<file path="src/pkg/pmib_pkg.sv">
// Package of offsets, field positions and reset values for the interrupt mask bank
// Summary of operation
// - Bit 7 of system mask A masks the global power-good flag; resets to 1.
// - Raw power-good status keeps tracking its source whatever the mask says.
// - Bit 4 of system mask A masks the sync clock detection flag; resets to 1.
// - Sync clock validity status is never touched by its mask.
// - Bit 2 of system mask A masks the thermal warning flag; resets to 0.
// - Raw thermal warning status is independent of its mask.
// - Bit 0 of system mask A masks the measurement ready flag; resets to 0.
// - Bit 0 of system mask B masks the register-reset flag.
// - Register-reset mask comes from OTP at reset; host writes change it until the next reset.
// - Buck mask bit 7 masks buck 1 power-good-invalid events.
// - Buck mask bit 6, reset 1, masks buck 1 power-good-valid events, same flag.
// - Each buck raw power-good status ignores its direction masks.
// - Buck mask bit 4, reset 0, masks the buck 1 current-limit flag.
// - Buck mask bit 3, reset 1, masks buck 0 power-good-invalid events.
// - Buck mask bit 2, reset 1, masks buck 0 power-good-valid events.
// - Buck mask bit 0, reset 0, masks the buck 0 current-limit flag.
// - Each buck raw current-limit status ignores its current-limit mask.
// - Buck raw power-good reads 0 when output valid, 1 when invalid.
package pmib_pkg;
  // Register addresses
  localparam logic [7:0] ADDR_SYS_MASK_A = 8'h20;
  localparam logic [7:0] ADDR_SYS_MASK_B = 8'h21;
  localparam logic [7:0] ADDR_BUCK_MASK = 8'h22;
  // Field positions, system mask A
  localparam int BIT_GLOBAL_PG = 7;
  localparam int BIT_SYNC_CLK = 4;
  localparam int BIT_THERMAL = 2;
  localparam int BIT_MEAS = 0;
  // Field positions, system mask B
  localparam int BIT_REG_RESET = 0;
  // Field positions, buck mask
  localparam int BIT_SW1_FALL = 7;
  localparam int BIT_SW1_RISE = 6;
  localparam int BIT_SW1_CURLIM = 4;
  localparam int BIT_SW0_FALL = 3;
  localparam int BIT_SW0_RISE = 2;
  localparam int BIT_SW0_CURLIM = 0;
  // Reset values
  localparam logic [7:0] RST_SYS_MASK_A = 8'h90;
  localparam logic [6:0] RST_SYS_MASK_B_HI = 7'h00;
  localparam logic [7:0] RST_BUCK_MASK = 8'hCC;
  // Writable bits of the buck mask
  localparam logic [7:0] BUCK_MASK_WR = 8'hDD;
  // Synchroniser depth for pin-level status inputs
  localparam int SYNC_STAGES = 3;
endpackage

</file>
<file path="src/logic/pmib_mask_bank.sv">
// Interrupt mask bank: mask registers, raw status paths and sticky flags
module pmib_mask_bank (
  // Clock and reset
  input wire logic sys_clk,
  input wire logic srst,
  // Register access port from the serial interface
  input wire logic reg_wr,
  input wire logic reg_rd,
  input wire logic [7:0] reg_addr,
  input wire logic [7:0] reg_wdata,
  output logic [7:0] reg_rdata,
  output logic reg_hit,
  // Register-reset mask value from OTP
  input wire logic otp_reg_reset_mask,
  // Raw status levels from analog monitors (asynchronous)
  input wire logic global_pg_src,
  input wire logic sync_clk_invalid_src,
  input wire logic thermal_warn_src,
  input wire logic sw1_pg_invalid_src,
  input wire logic sw0_pg_invalid_src,
  input wire logic sw1_curlim_src,
  input wire logic sw0_curlim_src,
  // One-cycle events from internal logic on sys_clk
  input wire logic meas_done_evt,
  input wire logic reg_reset_evt,
  // Flag clears from the flag register block
  input wire logic global_pg_irq_clr,
  input wire logic sync_clk_irq_clr,
  input wire logic thermal_warn_irq_clr,
  input wire logic meas_ready_irq_clr,
  input wire logic reg_reset_irq_clr,
  input wire logic sw1_pg_irq_clr,
  input wire logic sw0_pg_irq_clr,
  input wire logic sw1_curlim_irq_clr,
  input wire logic sw0_curlim_irq_clr,
  // Raw status outputs
  output logic global_pg_raw_status,
  output logic sync_clk_raw_status,
  output logic thermal_warn_raw_status,
  output logic sw1_pg_raw_status,
  output logic sw0_pg_raw_status,
  output logic sw1_curlim_raw_status,
  output logic sw0_curlim_raw_status,
  // Sticky interrupt flags
  output logic global_pg_irq_flag,
  output logic sync_clk_irq_flag,
  output logic thermal_warn_irq_flag,
  output logic meas_ready_irq_flag,
  output logic reg_reset_irq_flag,
  output logic sw1_pg_irq_flag,
  output logic sw0_pg_irq_flag,
  output logic sw1_curlim_irq_flag,
  output logic sw0_curlim_irq_flag,
  // Mask register contents
  output logic [7:0] sys_mask_a,
  output logic [7:0] sys_mask_b,
  output logic [7:0] buck_mask
);

  ////////////////////////////////////////////////////////////////////////////
  // Declarations

  logic [7:0] sys_mask_a_q;
  logic [6:0] sys_mask_b_hi_q;
  logic reg_reset_mask_q;
  logic otp_load_q;
  logic [7:0] buck_mask_q;
  logic [6:0] raw_sync;
  logic [6:0] raw_prev_q;
  logic [6:0] rise;
  logic [6:0] fall;
  logic [7:0] rdata_d;
  logic [7:0] rdata_q;
  logic hit_d;
  // Per-register write strobes
  logic wr_sys_a;
  logic wr_sys_b;
  logic wr_buck;
  // Qualified set strobes, one per flag
  logic set_global_pg;
  logic set_sync_clk;
  logic set_thermal;
  logic set_meas;
  logic set_reg_reset;
  logic set_sw1_pg;
  logic set_sw0_pg;
  logic set_sw1_curlim;
  logic set_sw0_curlim;

  // Bit positions in the synchronised raw vector
  localparam int IDX_GLOBAL_PG = 6;
  localparam int IDX_SYNC_CLK = 5;
  localparam int IDX_THERMAL = 4;
  localparam int IDX_SW1_PG = 3;
  localparam int IDX_SW0_PG = 2;
  localparam int IDX_SW1_CURLIM = 1;
  localparam int IDX_SW0_CURLIM = 0;

  // Rising edge of a raw level against its previous sample
  function automatic logic [6:0] edge_up(input logic [6:0] now, input logic [6:0] was);
    edge_up = now & ~was;
  endfunction

  // Write strobe aimed at one register address
  function automatic logic wr_to(input logic wr, input logic [7:0] addr, input logic [7:0] target);
    wr_to = wr && (addr == target);
  endfunction

  ////////////////////////////////////////////////////////////////////////////
  // Write decode

  // One strobe per mapped register; other addresses write nothing
  assign wr_sys_a = wr_to(reg_wr, reg_addr, pmib_pkg::ADDR_SYS_MASK_A);
  assign wr_sys_b = wr_to(reg_wr, reg_addr, pmib_pkg::ADDR_SYS_MASK_B);
  assign wr_buck = wr_to(reg_wr, reg_addr, pmib_pkg::ADDR_BUCK_MASK);

  ////////////////////////////////////////////////////////////////////////////
  // Mask registers

  // System mask A: all eight bits read and write
  always_ff @(posedge sys_clk) begin
    if (srst) begin
      sys_mask_a_q <= pmib_pkg::RST_SYS_MASK_A;
    end else if (wr_sys_a) begin
      sys_mask_a_q <= reg_wdata;
    end
  end

  // System mask B upper bits: plain storage
  always_ff @(posedge sys_clk) begin
    if (srst) begin
      sys_mask_b_hi_q <= pmib_pkg::RST_SYS_MASK_B_HI;
    end else if (wr_sys_b) begin
      sys_mask_b_hi_q <= reg_wdata[7:1];
    end
  end

  // Marks the first cycle after reset release for the OTP load
  always_ff @(posedge sys_clk) begin
    if (srst) begin
      otp_load_q <= 1'b1;
    end else begin
      otp_load_q <= 1'b0;
    end
  end

  // Register-reset mask: reloaded from OTP after every reset
  // A host write on the load edge loses to the OTP value
  always_ff @(posedge sys_clk) begin
    if (srst) begin
      reg_reset_mask_q <= 1'b1;
    end else if (otp_load_q) begin
      reg_reset_mask_q <= otp_reg_reset_mask;
    end else if (wr_sys_b) begin
      reg_reset_mask_q <= reg_wdata[pmib_pkg::BIT_REG_RESET];
    end
  end

  // Buck mask: reserved bits never stored
  always_ff @(posedge sys_clk) begin
    if (srst) begin
      buck_mask_q <= pmib_pkg::RST_BUCK_MASK;
    end else if (wr_buck) begin
      buck_mask_q <= reg_wdata & pmib_pkg::BUCK_MASK_WR;
    end
  end

  assign sys_mask_a = sys_mask_a_q;
  assign sys_mask_b = {sys_mask_b_hi_q, reg_reset_mask_q};
  assign buck_mask = buck_mask_q;

  ////////////////////////////////////////////////////////////////////////////
  // Read port

  // Address decode for reads
  // Hit follows the address with no clock
  always_comb begin
    rdata_d = 8'h00;
    hit_d = 1'b1;
    case (reg_addr)
      pmib_pkg::ADDR_SYS_MASK_A: rdata_d = sys_mask_a_q;
      pmib_pkg::ADDR_SYS_MASK_B: rdata_d = {sys_mask_b_hi_q, reg_reset_mask_q};
      pmib_pkg::ADDR_BUCK_MASK: rdata_d = buck_mask_q & pmib_pkg::BUCK_MASK_WR;
      default: hit_d = 1'b0;
    endcase
  end

  // Registered read data, held between reads
  always_ff @(posedge sys_clk) begin
    if (srst) begin
      rdata_q <= 8'h00;
    end else if (reg_rd) begin
      rdata_q <= rdata_d;
    end
  end

  assign reg_rdata = rdata_q;
  assign reg_hit = hit_d;

  ////////////////////////////////////////////////////////////////////////////
  // Raw status path

  // Order: 6 global pg, 5 sync, 4 thermal, 3 sw1 pg, 2 sw0 pg, 1 sw1 ilim, 0 sw0 ilim
  pmib_sync #(
    .WIDTH(7)
  ) u_sync (
    .sys_clk(sys_clk),
    .srst(srst),
    .async_in({global_pg_src, sync_clk_invalid_src, thermal_warn_src, sw1_pg_invalid_src,
               sw0_pg_invalid_src, sw1_curlim_src, sw0_curlim_src}),
    .level_out(raw_sync)
  );

  // Raw status never depends on any mask
  // Levels reach these outputs four edges after the pin moves
  assign global_pg_raw_status = raw_sync[IDX_GLOBAL_PG];
  assign sync_clk_raw_status = raw_sync[IDX_SYNC_CLK];
  assign thermal_warn_raw_status = raw_sync[IDX_THERMAL];
  assign sw1_pg_raw_status = raw_sync[IDX_SW1_PG];
  assign sw0_pg_raw_status = raw_sync[IDX_SW0_PG];
  assign sw1_curlim_raw_status = raw_sync[IDX_SW1_CURLIM];
  assign sw0_curlim_raw_status = raw_sync[IDX_SW0_CURLIM];

  // Previous raw levels for edge detection
  always_ff @(posedge sys_clk) begin
    if (srst) begin
      raw_prev_q <= 7'h00;
    end else begin
      raw_prev_q <= raw_sync;
    end
  end

  // Rise means becoming invalid or active, fall means becoming valid
  assign rise = edge_up(raw_sync, raw_prev_q);
  assign fall = edge_up(raw_prev_q, raw_sync);

  ////////////////////////////////////////////////////////////////////////////
  // Event qualification; masked events are dropped, not remembered

  // System events: global power-good on any change, others on assertion
  assign set_global_pg = (rise[IDX_GLOBAL_PG] | fall[IDX_GLOBAL_PG]) &
                         ~sys_mask_a_q[pmib_pkg::BIT_GLOBAL_PG];
  assign set_sync_clk = rise[IDX_SYNC_CLK] & ~sys_mask_a_q[pmib_pkg::BIT_SYNC_CLK];
  assign set_thermal = rise[IDX_THERMAL] & ~sys_mask_a_q[pmib_pkg::BIT_THERMAL];
  assign set_meas = meas_done_evt & ~sys_mask_a_q[pmib_pkg::BIT_MEAS];

  // Register-reset event against the OTP-loaded mask
  assign set_reg_reset = reg_reset_evt & ~reg_reset_mask_q;

  // Buck power-good: invalid edge uses the fall mask, valid edge the rise mask
  // Raw power-good is high while the output is invalid
  assign set_sw1_pg = (rise[IDX_SW1_PG] & ~buck_mask_q[pmib_pkg::BIT_SW1_FALL]) |
                      (fall[IDX_SW1_PG] & ~buck_mask_q[pmib_pkg::BIT_SW1_RISE]);
  assign set_sw0_pg = (rise[IDX_SW0_PG] & ~buck_mask_q[pmib_pkg::BIT_SW0_FALL]) |
                      (fall[IDX_SW0_PG] & ~buck_mask_q[pmib_pkg::BIT_SW0_RISE]);

  // Buck current limit on assertion only
  assign set_sw1_curlim = rise[IDX_SW1_CURLIM] & ~buck_mask_q[pmib_pkg::BIT_SW1_CURLIM];
  assign set_sw0_curlim = rise[IDX_SW0_CURLIM] & ~buck_mask_q[pmib_pkg::BIT_SW0_CURLIM];

  ////////////////////////////////////////////////////////////////////////////
  // Interrupt flags; a mask change never touches a latched flag

  // Global power-good flag
  pmib_flag u_global_pg (
    .sys_clk(sys_clk),
    .srst(srst),
    .set_evt(set_global_pg),
    .clr(global_pg_irq_clr),
    .flag_q(global_pg_irq_flag)
  );

  // Sync clock detection flag
  pmib_flag u_sync_clk (
    .sys_clk(sys_clk),
    .srst(srst),
    .set_evt(set_sync_clk),
    .clr(sync_clk_irq_clr),
    .flag_q(sync_clk_irq_flag)
  );

  // Thermal warning flag
  pmib_flag u_thermal (
    .sys_clk(sys_clk),
    .srst(srst),
    .set_evt(set_thermal),
    .clr(thermal_warn_irq_clr),
    .flag_q(thermal_warn_irq_flag)
  );

  // Measurement ready flag
  pmib_flag u_meas (
    .sys_clk(sys_clk),
    .srst(srst),
    .set_evt(set_meas),
    .clr(meas_ready_irq_clr),
    .flag_q(meas_ready_irq_flag)
  );

  // Register-reset flag
  pmib_flag u_reg_reset (
    .sys_clk(sys_clk),
    .srst(srst),
    .set_evt(set_reg_reset),
    .clr(reg_reset_irq_clr),
    .flag_q(reg_reset_irq_flag)
  );

  // Buck 1 power-good: invalid and valid directions share one flag
  pmib_flag u_sw1_pg (
    .sys_clk(sys_clk),
    .srst(srst),
    .set_evt(set_sw1_pg),
    .clr(sw1_pg_irq_clr),
    .flag_q(sw1_pg_irq_flag)
  );

  // Buck 0 power-good: invalid and valid directions share one flag
  pmib_flag u_sw0_pg (
    .sys_clk(sys_clk),
    .srst(srst),
    .set_evt(set_sw0_pg),
    .clr(sw0_pg_irq_clr),
    .flag_q(sw0_pg_irq_flag)
  );

  // Buck 1 current-limit flag
  pmib_flag u_sw1_curlim (
    .sys_clk(sys_clk),
    .srst(srst),
    .set_evt(set_sw1_curlim),
    .clr(sw1_curlim_irq_clr),
    .flag_q(sw1_curlim_irq_flag)
  );

  // Buck 0 current-limit flag
  pmib_flag u_sw0_curlim (
    .sys_clk(sys_clk),
    .srst(srst),
    .set_evt(set_sw0_curlim),
    .clr(sw0_curlim_irq_clr),
    .flag_q(sw0_curlim_irq_flag)
  );

endmodule

</file>
<file path="src/logic/pmib_sync.sv">
// Three-stage synchroniser with agreement filter for pin-level inputs
module pmib_sync #(
  parameter int WIDTH = 1
) (
  // Clock and reset
  input wire logic sys_clk,
  input wire logic srst,
  // Asynchronous levels in, filtered levels out
  input wire logic [WIDTH-1:0] async_in,
  output logic [WIDTH-1:0] level_out
);
  logic [WIDTH-1:0] st1_q;
  logic [WIDTH-1:0] st2_q;
  logic [WIDTH-1:0] st3_q;

  // Shift chain; first stage feeds only the second
  always_ff @(posedge sys_clk) begin
    if (srst) begin
      st1_q <= '0;
      st2_q <= '0;
      st3_q <= '0;
    end else begin
      st1_q <= async_in;
      st2_q <= st1_q;
      st3_q <= st2_q;
    end
  end

  // Accept a bit only once stages two and three agree
  always_ff @(posedge sys_clk) begin
    if (srst) begin
      level_out <= '0;
    end else begin
      for (int i = 0; i < WIDTH; i++) begin
        if (st2_q[i] == st3_q[i]) begin
          level_out[i] <= st3_q[i];
        end
      end
    end
  end
endmodule

</file>
<file path="src/logic/pmib_flag.sv">
// Sticky interrupt flag with set-over-clear priority
module pmib_flag (
  // Clock and reset
  input wire logic sys_clk,
  input wire logic srst,
  // Qualified event and clear
  input wire logic set_evt,
  input wire logic clr,
  // Latched flag
  output logic flag_q
);
  // Set wins over clear in the same cycle
  always_ff @(posedge sys_clk) begin
    if (srst) begin
      flag_q <= 1'b0;
    end else if (set_evt) begin
      flag_q <= 1'b1;
    end else if (clr) begin
      flag_q <= 1'b0;
    end
  end
endmodule

</file>
<file path="config.mk">
export PLATFORM = sky130hd
export DESIGN_NAME = pmib_mask_bank
export DESIGN_NICKNAME = d
export VERILOG_FILES = /design/src/pkg/pmib_pkg.sv /design/src/logic/pmib_mask_bank.sv /design/src/logic/pmib_sync.sv /design/src/logic/pmib_flag.sv
export SDC_FILE = /design/constraint.sdc
export NUM_CORES = 1
export LEC_CHECK = 0
export BUFFER_PORTS_ARGS = -buffer_cell sky130_fd_sc_hd__buf_2
export CORE_MARGIN = 1
export CORE_UTILIZATION = 50
export CTS_CLUSTER_SIZE = 40
export DETAILED_ROUTE_END_ITERATION = 6
export PLACE_DENSITY_LB_ADDON = 0.1
export SYNTH_ARGS = -nofsm -noshare
export SYNTH_HDL_FRONTEND = slang
export SYNTH_SLANG_ARGS = --single-unit
</file>
<file path="constraint.sdc">
create_clock -name sys_clk -period 1.7 [get_ports sys_clk]
set_input_delay 0.17 -clock sys_clk [delete_from_list [all_inputs] [get_ports sys_clk]]
set_output_delay 0.17 -clock sys_clk [all_outputs]
set_load 0.005 [all_outputs]
</file>
Yosys cells after proc, flatten, opt, wreduce, memory -nomap -nowiden
Index checks and enable logic that the tools add are counted.
Widths: inputs -> output; s select.
{"block": "word_totals", "ff_bits": 75, "output_inout_bits": 49, "word_cells": 102}
{"block": "op_classes", "eq_ne": 10, "n_mux": 23, "bitwise": 29, "n_reduce_logical": 14}
{"op": "$eq 8x6->1 const B", "count": 3}
{"op": "$pmux 8 s3", "count": 1}
{"op": "$mux 1", "count": 22}
{"op": "$reduce_bool 2->1", "count": 10}
{"op": "$and 7x7->7", "count": 2}
{"op": "$not 7->7", "count": 2}
{"op": "$and 1x1->1", "count": 11}
{"op": "$not 1->1", "count": 11}
{"op": "$eq 1x1->1", "count": 7}
{"op": "$logic_and 1x1->1", "count": 3}
{"op": "$or 1x1->1", "count": 3}
{"op": "$reduce_or 3->1", "count": 1}

Longest topological paths before layout
Gate-level depths: netlist of run 1.
{"block": "logic_depth", "ltp_word": 5, "ltp_mapped": 5}

Hierarchy
From an unflattened synthesis of run 1, not the netlist that was laid out.
{"block": "hier_totals", "cells_unflattened": 294, "hier_area_um2": 3050.4}
{"mod": "pmib_mask_bank", "n_inst": 1, "cells_each": 185, "area_each_um2": 1788.0}
{"mod": "pmib_sync", "n_inst": 1, "cells_each": 73, "area_each_um2": 913.4}
{"mod": "pmib_flag", "n_inst": 9, "cells_each": 4, "area_each_um2": 38.8}

Worst setup path after synthesis of run 1
Ideal clock, no wire load.
{"block": "synth_timing", "kind": "input-to-reg", "from": "in reg_addr[1]", "to": "reg reg_reset_mask_q", "setup_ns": 0.140, "arrival_ns": 1.288, "required_time_ns": 1.560, "slack_ns": 0.271, "cell_stages": 4, "n_path_buf": 1, "cell_sequence": "buf_6 > or4b_4 > nor3_4 > o311ai_0"}
{"block": "synth_via", "elab_chain_len": 3}
{"item": "start, declared", "line": "pmib_mask_bank.sv:9", "text": "input wire logic [7:0] reg_addr,"}
{"item": "$eq 8x6->1", "line": "pmib_mask_bank.sv:106", "text": "wr_to = wr && (addr == target);"}
{"item": "$logic_and 1x1->1", "line": "pmib_mask_bank.sv:106"}
{"item": "$reduce_bool 2->1 (no source line)"}
{"item": "end signal, assigned", "line": "pmib_mask_bank.sv:153", "text": "reg_reset_mask_q <= otp_reg_reset_mask;"}
{"item": "end signal, assigned", "line": "pmib_mask_bank.sv:155", "text": "reg_reset_mask_q <= reg_wdata[pmib_pkg::BIT_REG_RESET];"}
{"item": "end, declared", "line": "pmib_mask_bank.sv:65", "text": "logic reg_reset_mask_q;"}
Every way passes these cells.
A chain may end at the register's enable or synchronous reset.

Worst setup path after layout of run 1
{"block": "layout_timing", "from": "in reg_addr[3]", "to": "reg sys_mask_b_hi_q[2]"}
{"block": "layout_via", "elab_chain_len": 2}
{"item": "$eq 8x6->1", "line": "pmib_mask_bank.sv:106"}
{"item": "$logic_and 1x1->1", "line": "pmib_mask_bank.sv:106"}
{"item": "end signal, assigned", "line": "pmib_mask_bank.sv:132", "text": "sys_mask_b_hi_q <= pmib_pkg::RST_SYS_MASK_B_HI;"}
{"item": "end signal, assigned", "line": "pmib_mask_bank.sv:134", "text": "sys_mask_b_hi_q <= reg_wdata[7:1];"}
{"item": "end, declared", "line": "pmib_mask_bank.sv:64", "text": "logic [6:0] sys_mask_b_hi_q;"}
Every way passes these cells.

==> results of run 1 <==
[registers in the layout (all words and copies together), names as in the netlist]
register,flops
reg_rdata,8
sys_mask_a,8
raw_prev_q,7
sys_mask_b_hi_q,7
u_sync.level_out,7
u_sync.st1_q,7
u_sync.st2_q,7
u_sync.st3_q,7
buck_mask,6
otp_load_q,1
reg_reset_mask_q,1
u_global_pg.flag_q,1
u_meas.flag_q,1
u_reg_reset.flag_q,1
u_sw0_curlim.flag_q,1
u_sw0_pg.flag_q,1
u_sw1_curlim.flag_q,1
u_sw1_pg.flag_q,1
u_sync_clk.flag_q,1
u_thermal.flag_q,1
[stage by stage]
stage               utilization [%]  power [mW]  setup slack (ns)
CTS                            64.7        3.40             0.491
finish                         64.7        3.36             0.488
global route                   64.7        3.49             0.442
detailed placement             61.0        2.02             0.119
floorplan                         -        1.95             0.271
global placement               61.0        2.02             0.173
[worst max path at each step]
| stage | endpoint | depth (start not counted) | start | slack (ns) |
|---|---|---|---|---|
| 2_1_floorplan | reg_reset_mask_q | 4 | reg_addr[1] | 0.27 |
| 4_1_cts | sys_mask_b_hi_q[2] | 5 | reg_addr[3] | 0.49 |
| 3_5_place_dp | sys_mask_b_hi_q[2] | 5 | reg_addr[3] | 0.12 |
| 6_report | sys_mask_b_hi_q[2] | 5 | reg_addr[3] | 0.49 |
| 5_1_grt | reg_hit | 6 | reg_addr[3] | 0.44 |
| 3_3_place_gp | sys_mask_a[0] | 4 | reg_addr[3] | 0.17 |
[cell usage in the layout, fill, tap and decap left out, types with 2 or more instances in the layout]
cell type   instances
inv_1              14
buf_2              85
a2bb2oi_1           6
clkinv_4            2
o21ai_0             7
clkbuf_8           10
dfxtp_1            75
conb_1              2
nor2_1             19
nand2b_1           27
o32ai_1             6
nor3b_1             6
mux2i_1            26
nand2_1             9
clkinvlp_4          2
mux2_2              2
a21oi_1            20
nand4_1             4
buf_4               7
nor2b_1            31
[routing by layer]
metal / track usage (%) / vias to the layer above
li1: - / 1138
met1: 27.3 / 1011
met2: 32.8 / 61
met3: 4.35 / 11
met4: 11.3 / 0
met5: 0 / -
[area by class of cell]
| type | instances | area share (%) |
|---|---|---|
| sequential | 75 | 42.1 |
| multi-input combinational | 181 | 34.2 |
| timing repair buffer | 93 | 14.0 |
| clock buffer | 11 | 3.97 |
| tap | 72 | 2.53 |
| clock inverter | 5 | 1.76 |
| inverter | 14 | 1.47 |
[cell families after synthesis]
logic type	Yosys count
AO/OA/AOI/OAI	44
XOR/XNOR	1
flip-flops	75
other	1
buffers and inverters	31
multiplexers	28
AND/OR/NAND/NOR	106
[critical path, stage by stage]
cell	delay [ns]
buf_2	0.11
or4b_1	0.62
nor3_4	0.23
buf_12	0.15
mux2i_1	0.19
[power by group through the flow]
stage	clock network [mW]	logic (mW)	registers, mW
CTS	1.41	0.190	1.79
global placement	0	0.185	1.83
floorplan	0	0.114	1.83
global route	1.48	0.208	1.80
finish	1.38	0.189	1.79
detailed placement	0	0.189	1.84
==> results.json, run 1 <==
{
  "status": "finished clean",
  "setup_viol": 0,
  "io_pins": 88,
  "cts_tree": "yes",
  "yosys.area.top_type_share_pct": 52.6,
  "worst_ep_arrival_time_ns": 1.48,
  "io_buffer_count": 85,
  "hpwl_um": 4480,
  "post_route_cells_drive_above_1_share_pct": 30.1,
  "swShare_pct": 22.7,
  "synth-main-ff-cell": "dfxtp_1",
  "pwr-share-clk_pct": 41.0,
  "layout.cells.non_filler": 451,
  "drc": 0,
  "period_share_pct": 71.3,
  "fillers": 491,
  "cts_resized": 0,
  "fin_crit_ns": 1.21,
  "syn_avg_cell_area_um2": 9.98,
  "place_area_um2": 3360,
  "dieArea_um2": 6010,
  "grtUsageTotal_pct": 21.1,
  "rr_endpoint": "reg_rdata[2]",
  "insertion_delay_ns": 0.35,
  "power_frac_comb_pct": 5.6,
  "hp-class": "in -> reg",
  "rsz0062_at_grt": "no",
  "ant_nets": 0,
  "num_vias": 2221,
  "crit_type": "in -> reg",
  "whs_ns": 0.0235,
  "cts_buffer_depth": 2,
  "async_reset_ff_share_pct": 0,
  "drv_slew": 0,
  "place_congestion": 0.790,
  "hold_end": "u_sync.st1_q[3]",
  "cts.sinks": 75,
  "via_per_inst": 4.92,
  "num-nets-final": 413,
  "netlist_area_um2": 2850,
  "numCtsBuffers": 9,
  "yosys.area_share.simple_pct": 22.5,
  "r2r_cells": 3,
  "synth_area_leaders": "dfxtp_1, mux2i_1, nor2b_1, nand2b_1, a21oi_1",
  "synthAdderAreaFrac_pct": 0,
  "critical_path_peak_fanout": 7,
  "fin_area_um2": 3560,
  "leakagePower_nw": 1.57,
  "hold_viol": 0,
  "initial_core_util_pct": 51.8,
  "r2r-start": "sys_mask_a[2]",
  "cts_hold_buf": 0,
  "wl_met2_um": 2710,
  "synth_edf_count": 0,
  "first_pass_iters": 4,
  "grt_max_degree": 26,
  "clkSlewWorstSetupHoldPaths_ns": 0.08,
  "final.setup_skew_ns": 0.00800,
  "ys_seq_area_share_pct": 52.6,
  "holdPathStages": 2,
  "worstPathRequired_ns": 1.97,
  "grt_pass1_wl_um": 9730,
  "areaGrowthSynthToFinish_pct": 24.9,
  "antenna_cells": 0,
  "core-area_um2": 5510,
  "highest_layer": "met4",
  "min-delay-start": "sw1_pg_invalid_src",
  "critPathLaunchType": "primary input",
  "dieHeight_um": 77.6,
  "yosys_register_bits": 75,
  "dp.cells": 435,
  "synth-compound-area-share_pct": 9.69,
  "power_density_nw_per_um2": 943,
  "critical_path.endpoint_type": "register",
  "regArea_um2": 1500,
  "synth_top_family_by_area": "simple AND/OR/NAND/NOR gates",
  "wire_per_inst_um": 13.4,
  "fmax_mhz": 825,
  "rrSetupSlack_ns": 0.71,
  "drt_iter0_drc": 86,
  "fp-row-count": 27,
  "max-cap-violations": 0,
  "synth-xor-area-share_pct": 0.307,
  "met3WireLength_um": 289,
  "fp.dieW_um": 77.6,
  "htreeDepth": 3,
  "seqPwrFrac_pct": 53.4,
  "grt_overflow": 0,
  "synth_cells": 286,
  "synth_top_area_cell": "dfxtp_1",
  "cts_setup_buffers": 0,
  "synth.area.mux_share_pct": 9.91,
  "multi_input_area_um2": 1220,
  "antenna_found_initial": 0,
  "yosys.cell_count.top_type": "dfxtp_1",
  "synth_cell_types": 36,
  "drt-met1-wl_um": 2920,
  "drt-total-wl_um": 6050,
  "setup_tns_ns": 0,
  "root_buffer": "clkbuf_8",
  "grt_pass1_vias": 2128,
  "ir_worst_vdd_mv": 0.733,
  "synth_common_cells": "dfxtp_1, nor2b_1, nand2b_1, mux2i_1, a21oi_1",
  "cell_internal_pwr_mw": 2.60,
  "yosys_warnings": 0,
  "p_sw_uw": 764
}
Note: power is estimated with default switching activity, not from simulation.
==> run 2, diff against run 1 <==
--- a/config.mk
+++ b/config.mk
@@ -7,7 +7,7 @@
 export LEC_CHECK = 0
 export BUFFER_PORTS_ARGS = -buffer_cell sky130_fd_sc_hd__buf_2
 export CORE_MARGIN = 1
-export CORE_UTILIZATION = 50
+export CORE_UTILIZATION = 45
 export CTS_CLUSTER_SIZE = 40
 export DETAILED_ROUTE_END_ITERATION = 6
 export PLACE_DENSITY_LB_ADDON = 0.1
==> constraint.sdc (replaced) <==
create_clock -name sys_clk -period 1 [get_ports sys_clk]
set_input_delay 0.1 -clock sys_clk [delete_from_list [all_inputs] [get_ports sys_clk]]
set_output_delay 0.1 -clock sys_clk [all_outputs]
set_load 0.005 [all_outputs]
==> results.json, run 2 (synthesis gave the netlist of run 1 again) <==
{
  "status": "finished, violations left",
  "violations": "negative setup slack",
  "rsz0062_at_grt": "yes",
  "ir_worst_vdd_mv": 1.33,
  "place_congestion": 0.912,
  "via_per_inst": 4.79,
  "critical_path_peak_fanout": 7,
  "dieHeight_um": 81.6,
  "dp_slack_ns": -0.405,
  "post_route_cells_drive_above_1_share_pct": 40.4,
  "drc": 0,
  "crit_type": "in -> reg",
  "setup_slack_ns": -0.0953,
  "multi_input_area_um2": 1300,
  "fp.dieW_um": 81.6,
  "wire_per_inst_um": 13.3,
  "dieArea_um2": 6660,
  "critPathLaunchType": "primary input",
  "grt_pass1_wl_um": 9950,
  "drt_iter0_drc": 73,
  "setup_viol": 11,
  "io_pins": 88,
  "leakagePower_nw": 1.78,
  "path_cells": "buf_6 -> or4b_4 -> nor3_4 -> buf_12 -> mux2i_4",
  "grt_max_degree": 27,
  "root_buffer": "clkbuf_8",
  "io_buffer_count": 85,
  "worstPathRequired_ns": 1.27,
  "setup_tns_ns": -0.469,
  "fin_crit_ns": 1.10,
  "hold_viol": 0,
  "num-nets-final": 445,
  "cts_tree": "yes",
  "first_pass_iters": 4,
  "drt-total-wl_um": 6480,
  "antenna_found_initial": 0,
  "max_stage_delay_ns": 0.58,
  "clkSlewWorstSetupHoldPaths_ns": 0.08,
  "grt_overflow": 0,
  "fin_util_pct": 66.7,
  "worst_ep_arrival_time_ns": 1.36,
  "cts.sinks": 75,
  "max-cap-violations": 0,
  "areaGrowthSynthToFinish_pct": 40.8,
  "drv_slew": 0,
  "initial_core_util_pct": 47.4,
  "numCtsBuffers": 9,
  "fmax_mhz": 913,
  "cts_buffer_depth": 2,
  "period_share_pct": 110,
  "final_cell_mix": "buf_2, dfxtp_1, nor2b_1",
  "fillers": 507,
  "final.setup_skew_ns": 0.00564,
  "final_common_cell": "buf_2",
  "fp-row-count": 28,
  "power_density_nw_per_um2": 1560,
  "grt_pass1_vias": 2109,
  "htreeDepth": 3,
  "grtUsageTotal_pct": 20.3,
  "antenna_cells": 0,
  "hp-class": "in -> reg",
  "insertion_delay_ns": 0.34,
  "num_vias": 2329,
  "core-area_um2": 6030,
  "ant_nets": 0,
  "critical_path.endpoint_type": "register",
  "regArea_um2": 1530,
  "slowest_stage": "or4b_4",
  "hpwl_um": 4480
}
==> run 2: final timing paths <==
| path | from | endpoint | slack, ns | cells past startpoint |
|---|---|---|---|---|
| max | reg_addr[4] | sys_mask_b_hi_q[5] | -0.1 | 5 |
| min | meas_done_evt | u_meas.flag_q | 0.01 | 3 |
| max reg2reg | sys_mask_b_hi_q[2] | reg_rdata[3] | -0.01 | 3 |
| min reg2reg | u_sync.st1_q[4] | u_sync.st2_q[4] | 0.43 | 1 |
==> run 2: routing by layer <==
layer / vias up / routed length [um] / track usage [%]
met2: 61 / 2880 / 29.8
met4: 0 / 99 / 8.42
met3: 11 / 316 / 5.22
met5: - / 0 / 0
li1: 1207 / - / -
met1: 1050 / 3190 / 28.3
==> run 2: report_power, final <==
group          total [mW]  switching (mW)  leakage [nW]  internal, mW
Sequential           3.05          0.0195         0.612          3.03
Clock                2.77            1.10         0.121          1.67
Combinational       0.448           0.200          1.05         0.248
Total                6.27            1.32          1.78          4.94
==> run 2: per-stage QoR <==
step / cells / hold WS [ns] / cell area, um2 / total power, mW
2_1_floorplan: 287 / 0.128 / 2870 / 3.31
3_3_place_gp: 462 / 0.307 / 3570 / 3.50
3_5_place_dp: 462 / 0.313 / 3570 / 3.50
4_1_cts: 485 / 0.000566 / 3930 / 6.31
5_1_grt: 486 / 0.00352 / 4020 / 6.53
6_report: 486 / 0.0105 / 4020 / 6.27
==> run 2: critical path: cells and delay by family <==
| kind | cells | cell delay (ns) |
|---|---|---|
| muxes | 1 | 0.21 |
| buffers and inverters | 2 | 0.25 |
| and+or+nand+nor | 2 | 0.79 |
==> run 2: layout make-up <==
class | count | area share, %
inverters | 14 | 1.31
well taps | 75 | 2.33
clock inverters | 6 | 2.80
multi-input cells | 181 | 32.3
flip-flops and latches | 75 | 38.0
clock buffers | 10 | 3.18
repair buffers | 125 | 20.0
==> run 2: repair_timing <==
| action | CTS | global route |
|---|---|---|
| hold buffers | 10 | 0 |
| endpoints found under the hold margin | 10 | 0 |
| endpoints found under the setup margin | 23 | 35 |
| resized for setup | 16 | 24 |
| pin swaps | 4 | 5 |
| buffers inserted | 1 | 1 |
